===== config.mk =====
export PLATFORM = sky130hd
export DESIGN_NAME = csf_status_top
export DESIGN_NICKNAME = d
export VERILOG_FILES = /design/src/hw/csf_pkg.sv /design/src/hw/csf_flag_calc.sv /design/src/hw/csf_priority.sv /design/src/hw/csf_status_top.sv
export VERILOG_INCLUDE_DIRS = /design/src /design/src/hw
export SDC_FILE = /design/constraint.sdc
export NUM_CORES = 1
export LEC_CHECK = 0
export BUFFER_PORTS_ARGS = -buffer_cell sky130_fd_sc_hd__buf_2
export CAP_MARGIN = 20
export CELL_PAD_IN_SITES_DETAIL_PLACEMENT = 0
export CELL_PAD_IN_SITES_GLOBAL_PLACEMENT = 1
export CORE_MARGIN = 4
export CORE_UTILIZATION = 37
export CTS_BUF_LIST = sky130_fd_sc_hd__clkbuf_4
export DETAILED_ROUTE_END_ITERATION = 10
export PLACE_DENSITY = 0.88
export SYNTH_ARGS = -nofsm -noshare
export SYNTH_HDL_FRONTEND = slang
export SYNTH_SLANG_ARGS = --single-unit

===== constraint.sdc =====
create_clock -name clk -period 1.6 [get_ports clk]
set_input_delay 0.08 -clock clk [delete_from_list [all_inputs] [get_ports clk]]
set_output_delay 0.08 -clock clk [all_outputs]
set_load 0.01 [all_outputs]

===== src/hw/csf_params.svh =====
// Constants for the status word block: offsets, field positions, reset values.
// Operation
// - Three-bit priority field in bits seven-five
// - Effective level adds setup word fourth bit
// - Fourth priority bit set blocks user interrupts
// - No-nesting mode makes priority field read-only
// - Bit four shows repeat loop active
// - Bit three set on negative result
// - Bit two set on signed overflow
// - Zero flag set on zero result; non-zero result clears it
// - Bit zero set on carry out
// - Status write changes clip flags, combined clears
`ifndef CSF_PARAMS_SVH
`define CSF_PARAMS_SVH

// ****************************************************************
// Register offsets
// ****************************************************************
`define CSF_OFF_STATUS 12'h000
`define CSF_OFF_SETUP 12'h004
`define CSF_OFF_IRQ1 12'h008
`define CSF_OFF_EXEC 12'h00C

// ****************************************************************
// Field positions
// ****************************************************************
`define CSF_PRI_HI 7
`define CSF_PRI_LO 5
`define CSF_RA_BIT 4
`define CSF_N_BIT 3
`define CSF_OV_BIT 2
`define CSF_Z_BIT 1
`define CSF_C_BIT 0
`define CSF_CLIP_A_BIT 13
`define CSF_CLIP_B_BIT 12
`define CSF_CLIP_ANY_BIT 11
`define CSF_SETUP_PRI3_BIT 3
`define CSF_NONEST_BIT 15
`define CSF_PRI_MAX 3'h7

// ****************************************************************
// Reset values
// ****************************************************************
`define CSF_STATUS_RST 16'h0000
`define CSF_PRI_RST 3'h0
`define CSF_SETUP_RST 16'h0000
`define CSF_IRQ1_RST 16'h0000

`endif


===== src/hw/csf_pkg.sv =====
// Types shared by the status word block.
package csf_pkg;
    // Which flags an operation touches
    typedef struct packed {
        logic neg;
        logic ovf;
        logic zero;
        logic carry;
    } csf_affect_t;

    // Bus slave phases
    typedef enum logic [1:0] {
        CSF_IDLE,
        CSF_ACCESS
    } csf_bus_state_t;
endpackage : csf_pkg


===== src/hw/csf_flag_calc.sv =====
// Computes arithmetic result flags for a 16-bit operation result.
`include "csf_params.svh"
module csf_flag_calc (
    // Operation result
    input wire logic [15:0] result,
    input wire logic carry_out,
    input wire logic ovf_in,
    // Computed flags
    output logic neg,
    output logic ovf,
    output logic is_zero,
    output logic carry
);
    // Sign, zero and passthroughs
    always_comb begin
        neg = result[15];
        ovf = ovf_in;
        is_zero = (result == 16'h0000);
        carry = carry_out;
    end
endmodule : csf_flag_calc


===== src/hw/csf_priority.sv =====
// Forms the effective four-bit priority level and user interrupt block.
`include "csf_params.svh"
module csf_priority (
    // Priority sources
    input wire logic [2:0] pri_field,
    input wire logic pri_bit3,
    // Results
    output logic [3:0] eff_level,
    output logic user_blocked
);
    // Level seven or fourth bit blocks user interrupts
    always_comb begin
        eff_level = {pri_bit3, pri_field};
        user_blocked = pri_bit3 || (pri_field == `CSF_PRI_MAX);
    end
endmodule : csf_priority


===== src/hw/csf_status_top.sv =====
// Top of the status word block: APB slave, status word, setup and control words.
//
// The placing of the registers and the APB interface to the registers are this design's own decisions.
`include "csf_params.svh"
module csf_status_top (
    // Clock and reset
    input wire logic clk,
    input wire logic srst,
    // APB slave
    input wire logic psel,
    input wire logic penable,
    input wire logic pwrite,
    input wire logic [11:0] paddr,
    input wire logic [31:0] pwdata,
    input wire logic [3:0] pstrb,
    output logic [31:0] prdata,
    output logic pready,
    output logic pslverr,
    // Execution unit
    input wire logic op_valid,
    input wire logic [15:0] op_result,
    input wire logic op_carry,
    input wire logic op_ovf,
    input wire logic op_aff_neg,
    input wire logic op_aff_ovf,
    input wire logic op_aff_zero,
    input wire logic op_aff_carry,
    input wire logic repeat_busy,
    input wire logic clip_a_set,
    input wire logic clip_b_set,
    // Status to the core
    output logic [15:0] cpu_status_word,
    output logic [3:0] eff_level,
    output logic user_irq_blocked
);
    logic [15:0] status;
    logic [15:0] core_setup_word;
    logic [15:0] irq_setup_one;
    logic f_neg;
    logic f_ovf;
    logic f_zero;
    logic f_carry;
    logic [3:0] lvl;
    logic blk;
    csf_pkg::csf_affect_t aff;
    csf_pkg::csf_bus_state_t bus_state;
    logic wr_en;
    logic wr_lo;
    logic wr_hi;

    // ****************************************************************
    // Submodules
    // ****************************************************************
    csf_flag_calc u_calc (
        .result(op_result),
        .carry_out(op_carry),
        .ovf_in(op_ovf),
        .neg(f_neg),
        .ovf(f_ovf),
        .is_zero(f_zero),
        .carry(f_carry)
    );

    csf_priority u_pri (
        .pri_field(status[`CSF_PRI_HI:`CSF_PRI_LO]),
        .pri_bit3(core_setup_word[`CSF_SETUP_PRI3_BIT]),
        .eff_level(lvl),
        .user_blocked(blk)
    );

    // ****************************************************************
    // APB slave
    // ****************************************************************
    // Write takes effect only in the access phase, one cycle of wait state
    assign wr_en = psel && penable && pwrite && (bus_state == csf_pkg::CSF_ACCESS);
    assign wr_lo = wr_en && pstrb[0];
    assign wr_hi = wr_en && pstrb[1];

    // Pready rises one cycle into the access phase
    always_ff @(posedge clk) begin
        if (srst) begin
            bus_state <= csf_pkg::CSF_IDLE;
            pready <= 1'b0;
            pslverr <= 1'b0;
            prdata <= 32'h00000000;
        end else if (psel && penable && !pready) begin
            bus_state <= csf_pkg::CSF_ACCESS;
            pready <= 1'b1;
            pslverr <= 1'b0;
            prdata <= 32'h00000000;
            if (!pwrite) begin
                case (paddr)
                    `CSF_OFF_STATUS: prdata <= {16'h0000, status};
                    `CSF_OFF_SETUP: prdata <= {16'h0000, core_setup_word};
                    `CSF_OFF_IRQ1: prdata <= {16'h0000, irq_setup_one};
                    `CSF_OFF_EXEC: prdata <= {27'h0000000, blk, lvl};
                    default: pslverr <= 1'b1;
                endcase
            end else if (paddr != `CSF_OFF_STATUS && paddr != `CSF_OFF_SETUP && paddr != `CSF_OFF_IRQ1) begin
                pslverr <= 1'b1;
            end
        end else begin
            bus_state <= csf_pkg::CSF_IDLE;
            pready <= 1'b0;
            pslverr <= 1'b0;
        end
    end

    // ****************************************************************
    // Setup and interrupt control words
    // ****************************************************************
    // Plain software words, byte-strobed
    always_ff @(posedge clk) begin
        if (srst) begin
            core_setup_word <= `CSF_SETUP_RST;
            irq_setup_one <= `CSF_IRQ1_RST;
        end else if (pready) begin
            if (wr_lo && paddr == `CSF_OFF_SETUP) core_setup_word[7:0] <= pwdata[7:0];
            if (wr_hi && paddr == `CSF_OFF_SETUP) core_setup_word[15:8] <= pwdata[15:8];
            if (wr_lo && paddr == `CSF_OFF_IRQ1) irq_setup_one[7:0] <= pwdata[7:0];
            if (wr_hi && paddr == `CSF_OFF_IRQ1) irq_setup_one[15:8] <= pwdata[15:8];
        end
    end

    // ****************************************************************
    // Status word
    // ****************************************************************
    assign aff = '{neg: op_aff_neg, ovf: op_aff_ovf, zero: op_aff_zero, carry: op_aff_carry};

    // Priority field: software write unless no-nesting mode locks it
    always_ff @(posedge clk) begin
        if (srst) begin
            status[`CSF_PRI_HI:`CSF_PRI_LO] <= `CSF_PRI_RST;
        end else if (pready && wr_lo && paddr == `CSF_OFF_STATUS && !irq_setup_one[`CSF_NONEST_BIT]) begin
            status[`CSF_PRI_HI:`CSF_PRI_LO] <= pwdata[`CSF_PRI_HI:`CSF_PRI_LO];
        end
    end

    // Arithmetic flags: execution unit wins over a software write in the same cycle
    always_ff @(posedge clk) begin
        if (srst) begin
            status[3:0] <= 4'h0;
        end else begin
            if (pready && wr_lo && paddr == `CSF_OFF_STATUS) status[3:0] <= pwdata[3:0];
            if (op_valid) begin
                if (aff.neg) status[`CSF_N_BIT] <= f_neg;
                if (aff.ovf) status[`CSF_OV_BIT] <= f_ovf;
                if (aff.zero && !f_zero) status[`CSF_Z_BIT] <= 1'b0;
                else if (aff.zero) status[`CSF_Z_BIT] <= 1'b1;
                if (aff.carry) status[`CSF_C_BIT] <= f_carry;
            end
        end
    end

    // Clip flags: hardware set wins over clear; writing the combined bit as zero clears both
    always_ff @(posedge clk) begin
        if (srst) begin
            status[`CSF_CLIP_A_BIT] <= 1'b0;
            status[`CSF_CLIP_B_BIT] <= 1'b0;
        end else begin
            if (pready && wr_hi && paddr == `CSF_OFF_STATUS) begin
                if (!pwdata[`CSF_CLIP_ANY_BIT]) begin
                    status[`CSF_CLIP_A_BIT] <= 1'b0;
                    status[`CSF_CLIP_B_BIT] <= 1'b0;
                end else begin
                    status[`CSF_CLIP_A_BIT] <= pwdata[`CSF_CLIP_A_BIT];
                    status[`CSF_CLIP_B_BIT] <= pwdata[`CSF_CLIP_B_BIT];
                end
            end
            if (clip_a_set) status[`CSF_CLIP_A_BIT] <= 1'b1;
            if (clip_b_set) status[`CSF_CLIP_B_BIT] <= 1'b1;
        end
    end

    // Unused bits held at zero; combined clip bit reads as OR
    always_ff @(posedge clk) begin
        if (srst) begin
            status[15:14] <= 2'h0;
            status[10:8] <= 3'h0;
            status[`CSF_RA_BIT] <= 1'b0;
            status[`CSF_CLIP_ANY_BIT] <= 1'b0;
        end else begin
            status[15:14] <= 2'h0;
            status[10:8] <= 3'h0;
            status[`CSF_RA_BIT] <= repeat_busy;
            status[`CSF_CLIP_ANY_BIT] <= status[`CSF_CLIP_A_BIT] | status[`CSF_CLIP_B_BIT];
        end
    end

    // ****************************************************************
    // Registered outputs
    // ****************************************************************
    always_ff @(posedge clk) begin
        if (srst) begin
            cpu_status_word <= `CSF_STATUS_RST;
            eff_level <= 4'h0;
            user_irq_blocked <= 1'b0;
        end else begin
            cpu_status_word <= status;
            eff_level <= lvl;
            user_irq_blocked <= blk;
        end
    end
endmodule : csf_status_top


==> results.json, run 1 <==
{
  "finalHoldViolations": 0,
  "p_per_area_nw_per_um2": 771,
  "diodes": 0,
  "ys_types": 44,
  "max-clock-path-buffers": 2,
  "synth-simple-area-share": 0.205,
  "synth_edf_count": 0,
  "cp_max_fo": 12,
  "synth_mux_area_frac": 0.0427,
  "min_period_ns": 1.55,
  "synthCells": 376,
  "first_pass_iters": 4,
  "area_growth_pct": 29.4,
  "grt-ovfl-total": 0,
  "yosysWarnings": 0,
  "synth_seq_cells": 74,
  "worst_slew_pin_slew_ns": 0.628,
  "initial_core_util": 0.379,
  "ff_latch_area_um2": 1480,
  "post-place-ws_ns": 0.0161,
  "nFillCells": 841,
  "p_leak_uw": 0.00179,
  "rrSetupSlack_ns": 0.06,
  "clkLatencyLatePin_ns": 0.42,
  "drc": 0,
  "cp.required_ns": 1.95,
  "clock_skew_ns": 0.0176,
  "gp_congestion": 0.831,
  "coreArea_um2": 9200,
  "cp.arrival_ns": 1.90,
  "yosysTopAreaCell": "dfxtp_1",
  "cts_tree": "done",
  "irDropWorstVdd_uv": 311,
  "hold_path.class": "in -> reg",
  "layout-drive-gt1-share": 0.336,
  "synth_seq_area_share": 0.425,
  "holdCritStartpoint": "op_valid",
  "maxCapViolations": 0,
  "holdPathEnd": "status[1]$_SDFF_PP0_",
  "rsz0062_at_grt": "true",
  "hold-path-cell-count": 3,
  "synth-compound-area-share": 0.223,
  "cts_root_buffer": "clkbuf_4",
  "endpoint_kind": "flip-flop",
  "antenna_found_initial": 0,
  "synthXorXnorAreaFrac": 0,
  "cts_buffers": 9,
  "status": "finished clean",
  "num_rows": 35,
  "wirelength_um": 10100,
  "track_usage": 0.176,
  "wire_per_inst_um": 16.4,
  "setup_viol": 0,
  "synth_ff_type": "dfxtp_1",
  "ioPinCount": 134,
  "drtAntennaViolNets": 0,
  "synth.area.top_cells": "dfxtp_1, nand4_1, buf_4",
  "cp-start-kind": "input pin",
  "grt.busiest_layer": "met2",
  "slew_violations": 0,
  "die_x_um": 105,
  "path_clk_slew_ns": 0.11,
  "fp.dieH_um": 105,
  "netlist_area_um2": 3480,
  "drt_iter0_markers": 298,
  "grt_pass1_vias": 3321,
  "rr_startpoint": "pready$_SDFF_PP0_",
  "layout_setup_ws_ns": 0.0511,
  "reg2reg_depth": 5,
  "finalCritPeriodShare": 0.968,
  "netlist.area_leader.share": 0.425,
  "via_per_inst": 5.50,
  "placed_cell_area_um2": 4010,
  "fin_area_um2": 4510,
  "r2r-end": "prdata[3]$_SDFFE_PP0P_",
  "grt_max_degree": 24,
  "synth_commonest_cells": "dfxtp_1, nand4_1, a21oi_1",
  "grt_pass1_wl_um": 16000,
  "synth_most_common_cell": "dfxtp_1",
  "cts_htree_levels": 3,
  "post_cts_buffers": 0,
  "synthArstFlopShare": 0,
  "slew_headroom": 0.581,
  "port_buffers": 94,
  "synth_fa_ha_area_frac": 0,
  "multi_input_area_um2": 1730,
  "grt.met1_usage": 0.219,
  "synth_top_family_by_area": "compound AO/OA/AOI/OAI gates",
  "grt_use_met2": 0.298,
  "via_count": 3392,
  "crit_type": "in -> reg",
  "finalNetCount": 580,
  "syn_area_per_cell_um2": 9.26,
  "grt_util_met3": 0.0235,
  "max_freq_ghz": 0.646,
  "place_hpwl_um": 6990,
  "die_area_um2": 11000,
  "clock_sinks": 74
}
==> through the flow <==
step,total power (uW),util,hold WS (ns),std cells,setup TNS (ns)
floorplan,2140,-,0.159,396,0
global placement,2270,0.436,0.292,567,0
detailed placement,2270,0.436,0.304,567,0
CTS,3470,0.489,0.00554,617,0
global route,3600,0.490,0.0373,617,-0.000796
finish,3480,0.490,0.0144,617,0
==> report_power, final <==
part	internal, uW	switching (uW)
logic	189	242
registers	1870	12.3
clock network	496	670
total	2550	925
==> sequential cells by signal, indices dropped and copies added (netlist names) <==
register,cells
status,11
irq_setup_one,16
cpu_status_word,8
prdata,16
core_setup_word,16
pready,1
pslverr,1
user_irq_blocked,1
eff_level,4
==> worst max-delay path: stages <==
cell,delay (ns)
dlygate4sd3_1,0.54
buf_2,0.14
or4bb_1,0.57
nor4_4,0.22
buf_12,0.19
a22oi_1,0.07
nor2_1,0.08
==> final cells by class <==
class	instances	share of cell area
Multi-Input combinational cell	264	0.383
Sequential cell	74	0.329
Timing Repair Buffer	150	0.225
Tap cell	111	0.0308
Clock buffer	10	0.0167
Clock inverter	6	0.0150
Inverter	2	0.00167
==> metal layers <==
layer	share of wire	vias to the layer above
li1	-	1608
met3	0.056	28
met1	0.42	1619
met2	0.49	137
met5	0	-
met4	0.030	0
==> cell usage in the layout, fill, tap and decap left out, types with 6 or more instances in the layout <==
| cell | instances |
|---|---|
| nor2_2 | 10 |
| a22o_1 | 8 |
| buf_4 | 18 |
| dfxtp_1 | 74 |
| mux2_2 | 6 |
| mux2i_1 | 7 |
| o2bb2ai_1 | 6 |
| clkbuf_4 | 10 |
| nor2_1 | 7 |
| buf_2 | 94 |
| dlygate4sd3_1 | 34 |
| nor2b_1 | 20 |
| o21ai_1 | 10 |
| nand2_1 | 9 |
| conb_1 | 21 |
| o21ai_0 | 31 |
| a22oi_2 | 10 |
| nand4_1 | 36 |
| a21oi_1 | 34 |
==> timing repair <==
action / 4_1_cts / 5_1_grt
hold buffers: 34 / 0
endpoints found under the hold margin: 43 / 0
setup endpoints to repair: 1 / 31
gates resized for setup: 1 / 6
==> how the worst max path moves through the flow <==
stage                            startpoint                                to  slack [ns]  depth (start not counted)
final                                pwrite            prdata[3]$_SDFFE_PP0P_        0.05                          7
after detailed placement           paddr[5]  core_setup_word[14]$_SDFFE_PP0P_        0.02                          7
after global placement             paddr[9]            prdata[3]$_SDFFE_PP0P_        0.11                          6
after CTS                 pready$_SDFF_PP0_  core_setup_word[14]$_SDFFE_PP0P_        0.01                          5
after floorplan           pready$_SDFF_PP0_   core_setup_word[3]$_SDFFE_PP0P_        0.13                          5
after global routing                 pwrite            prdata[3]$_SDFFE_PP0P_     -0.0008                          7
==> cells by family (layout without fill, tap and decap cells) <==
family                 count (synthesis)  in the layout
AO/OA/AOI/OAI                        119            119
AND/OR/NAND/NOR                      110            110
buffers and inverters                 58            168
flip-flops                            74             74
multiplexers                          14             14
other                                  1             21
(Power assumes the default switching activity.)
==> run 2: changes to the inputs <==
- CORE_UTILIZATION: 37 -> 36
- PLACE_DENSITY: 0.88 -> 0.87
- SYNTH_HIERARCHICAL: default -> 1
==> run 2 against run 1 <==
Non-clock buffer count rose by 14. Flip-flop and latch count grew 3. Critical endpoint is now status[7]$_SDFFE_PP0P_. Clock skew is 0.0029 ns lower. Clock power is 14% higher. Largest cell class unchanged. First-iteration DRC count down 27%.
==> results.json, run 2 <==
{
  "clkLatencyLatePin_ns": 0.42,
  "final_common_cell": "buf_2",
  "setup_viol": 0,
  "antenna_found_initial": 0,
  "synth_edf_count": 0,
  "hold_path.class": "in -> reg",
  "min_period_ns": 1.55,
  "initial_core_util": 0.371,
  "place_hpwl_um": 7080,
  "first_pass_iters": 4,
  "drt_iter0_markers": 217,
  "gp_congestion": 0.813,
  "ioPinCount": 134,
  "synth_seq_cells": 77,
  "cp_slowest_stage_delay_ns": 0.53,
  "num_rows": 35,
  "die_x_um": 106,
  "drc": 0,
  "crit_type": "in -> reg",
  "path_cells": "dlygate4sd3_1 > buf_2 > and4_1 > nand2_1 > nor3_2 > mux2_2",
  "clock_sinks": 77,
  "p_leak_uw": 0.00188,
  "fin_area_um2": 4580,
  "irDropWorstVdd_uv": 316,
  "ff_latch_area_um2": 1540,
  "synth_ff_type": "dfxtp_1",
  "finalHoldViolations": 0,
  "yosysTopAreaCell": "dfxtp_1",
  "port_buffers": 94,
  "post_cts_buffers": 0,
  "finalNetCount": 601,
  "syn_area_per_cell_um2": 8.94,
  "synth_fa_ha_area_frac": 0,
  "wire_per_inst_um": 15.4,
  "wirelength_um": 10100,
  "reg_top3": "core_setup_word x16, irq_setup_one x16, prdata x16",
  "cts_htree_levels": 3,
  "max_freq_ghz": 0.646,
  "coreArea_um2": 9240,
  "synth_commonest_cells": "dfxtp_1, nand3_1, a21oi_1",
  "cp.arrival_ns": 1.86,
  "p_per_area_nw_per_um2": 794,
  "slew_headroom": 0.590,
  "synthXorXnorAreaFrac": 0,
  "endpoint_kind": "flip-flop",
  "synthArstFlopShare": 0,
  "grt_pass1_vias": 3184,
  "grt-ovfl-total": 0,
  "synth_mux_area_frac": 0.0438,
  "cts_buffers": 9,
  "p_total_uw": 3640,
  "max-clock-path-buffers": 2,
  "grt_max_degree": 35,
  "via_per_inst": 5.06,
  "cts_root_buffer": "clkbuf_4",
  "cp.required_ns": 1.91,
  "synth_seq_area_share": 0.450,
  "finalSetupTns_ns": 0,
  "track_usage": 0.178,
  "placed_cell_area_um2": 4070,
  "clock_skew_ns": 0.0147,
  "layout-drive-gt1-share": 0.307,
  "slowest_stage": "dlygate4sd3_1",
  "synth.area.top_cells": "dfxtp_1, buf_4, nand3_1",
  "area_growth_pct": 33.8,
  "finalCritPeriodShare": 0.967,
  "synth_top_family_by_area": "compound AO/OA/AOI/OAI gates",
  "cts_tree": "done",
  "grt_pass1_wl_um": 15900,
  "netlist_area_um2": 3430,
  "cp-start-kind": "input pin",
  "via_count": 3324,
  "fp.dieH_um": 106,
  "ys_types": 36,
  "maxCapViolations": 0,
  "path_clk_slew_ns": 0.12,
  "slew_violations": 0,
  "multi_input_area_um2": 1630,
  "cp_max_fo": 5,
  "post-place-ws_ns": -0.0186,
  "synth-simple-area-share": 0.196,
  "rsz0062_at_grt": "false",
  "layout_common_cells": "buf_2, dfxtp_1, nand3_1",
  "nFillCells": 873,
  "layout_setup_ws_ns": 0.0524,
  "die_area_um2": 11100,
  "status": "finished clean",
  "drtAntennaViolNets": 0,
  "yosysWarnings": 6,
  "netlist.area_leader.share": 0.450,
  "synth-compound-area-share": 0.211,
  "synth_most_common_cell": "dfxtp_1",
  "synthCells": 383,
  "worst_slew_pin_slew_ns": 0.615
}
==> run 2: final timing paths <==
kind                                               from                 endpoint  slack (ns)  cells past startpoint
worst min register to register  prdata[13]$_SDFFE_PP0P_  prdata[13]$_SDFFE_PP0P_        0.47                      2
worst max register to register        pready$_SDFF_PP0_   status[7]$_SDFFE_PP0P_        0.06                      4
worst max-delay path                             pwrite   status[7]$_SDFFE_PP0P_        0.05                      6
worst min-delay path                           paddr[2]  prdata[13]$_SDFFE_PP0P_        0.09                      4
==> run 2: what timing repair did <==
item,4_1_cts,5_1_grt
gates resized for setup,0,1
hold endpoints to repair,40,0
setup endpoints to repair,0,11
hold buffers,35,0
==> run 2: power by group <==
part           switching (uW)  internal, uW
clock                     669           663
sequential               11.4          1940
combinational             187           169
==> run 2: metal layers <==
metal	wire, um	global-route usage	share of wire	vias up
li1	-	-	-	1627
met1	4290	0.216	0.42	1554
met2	4960	0.308	0.49	127
met3	699	0.0478	0.069	16
met4	141	0.0509	0.014	0
met5	0	0	0	-
==> run 2: cell type report <==
cell class	instances	area share
clock buffers	11	0.0180
flip-flops and latches	77	0.336
multi-input cells	270	0.355
clock inverters	5	0.0164
well taps	129	0.0352
diodes	1	0.000546
repair buffers	164	0.239
==> run 2: logic make-up (layout without fill, tap and decap cells) <==
family	after synthesis	after routing
compound gates	117	117
buf+inv	56	180
flops	77	77
mux	14	14
other cells	1	22
simple gates	118	118
==> run 2: through the flow <==
stage / instances / hold slack [ns] / util
finish: 657 / 0.0874 / 0.496
global route: 656 / 0.0834 / 0.496
CTS: 656 / 0.0607 / 0.496
detailed placement: 605 / 0.303 / 0.441
global placement: 605 / 0.307 / 0.441
floorplan: 403 / 0.159 / -
==> run 2: worst max-delay path: cells and delay by family <==
kind | cells | cell delay, ns
and+or+nand+nor | 3 | 0.70
muxes | 1 | 0.37
buffers and inverters | 2 | 0.70
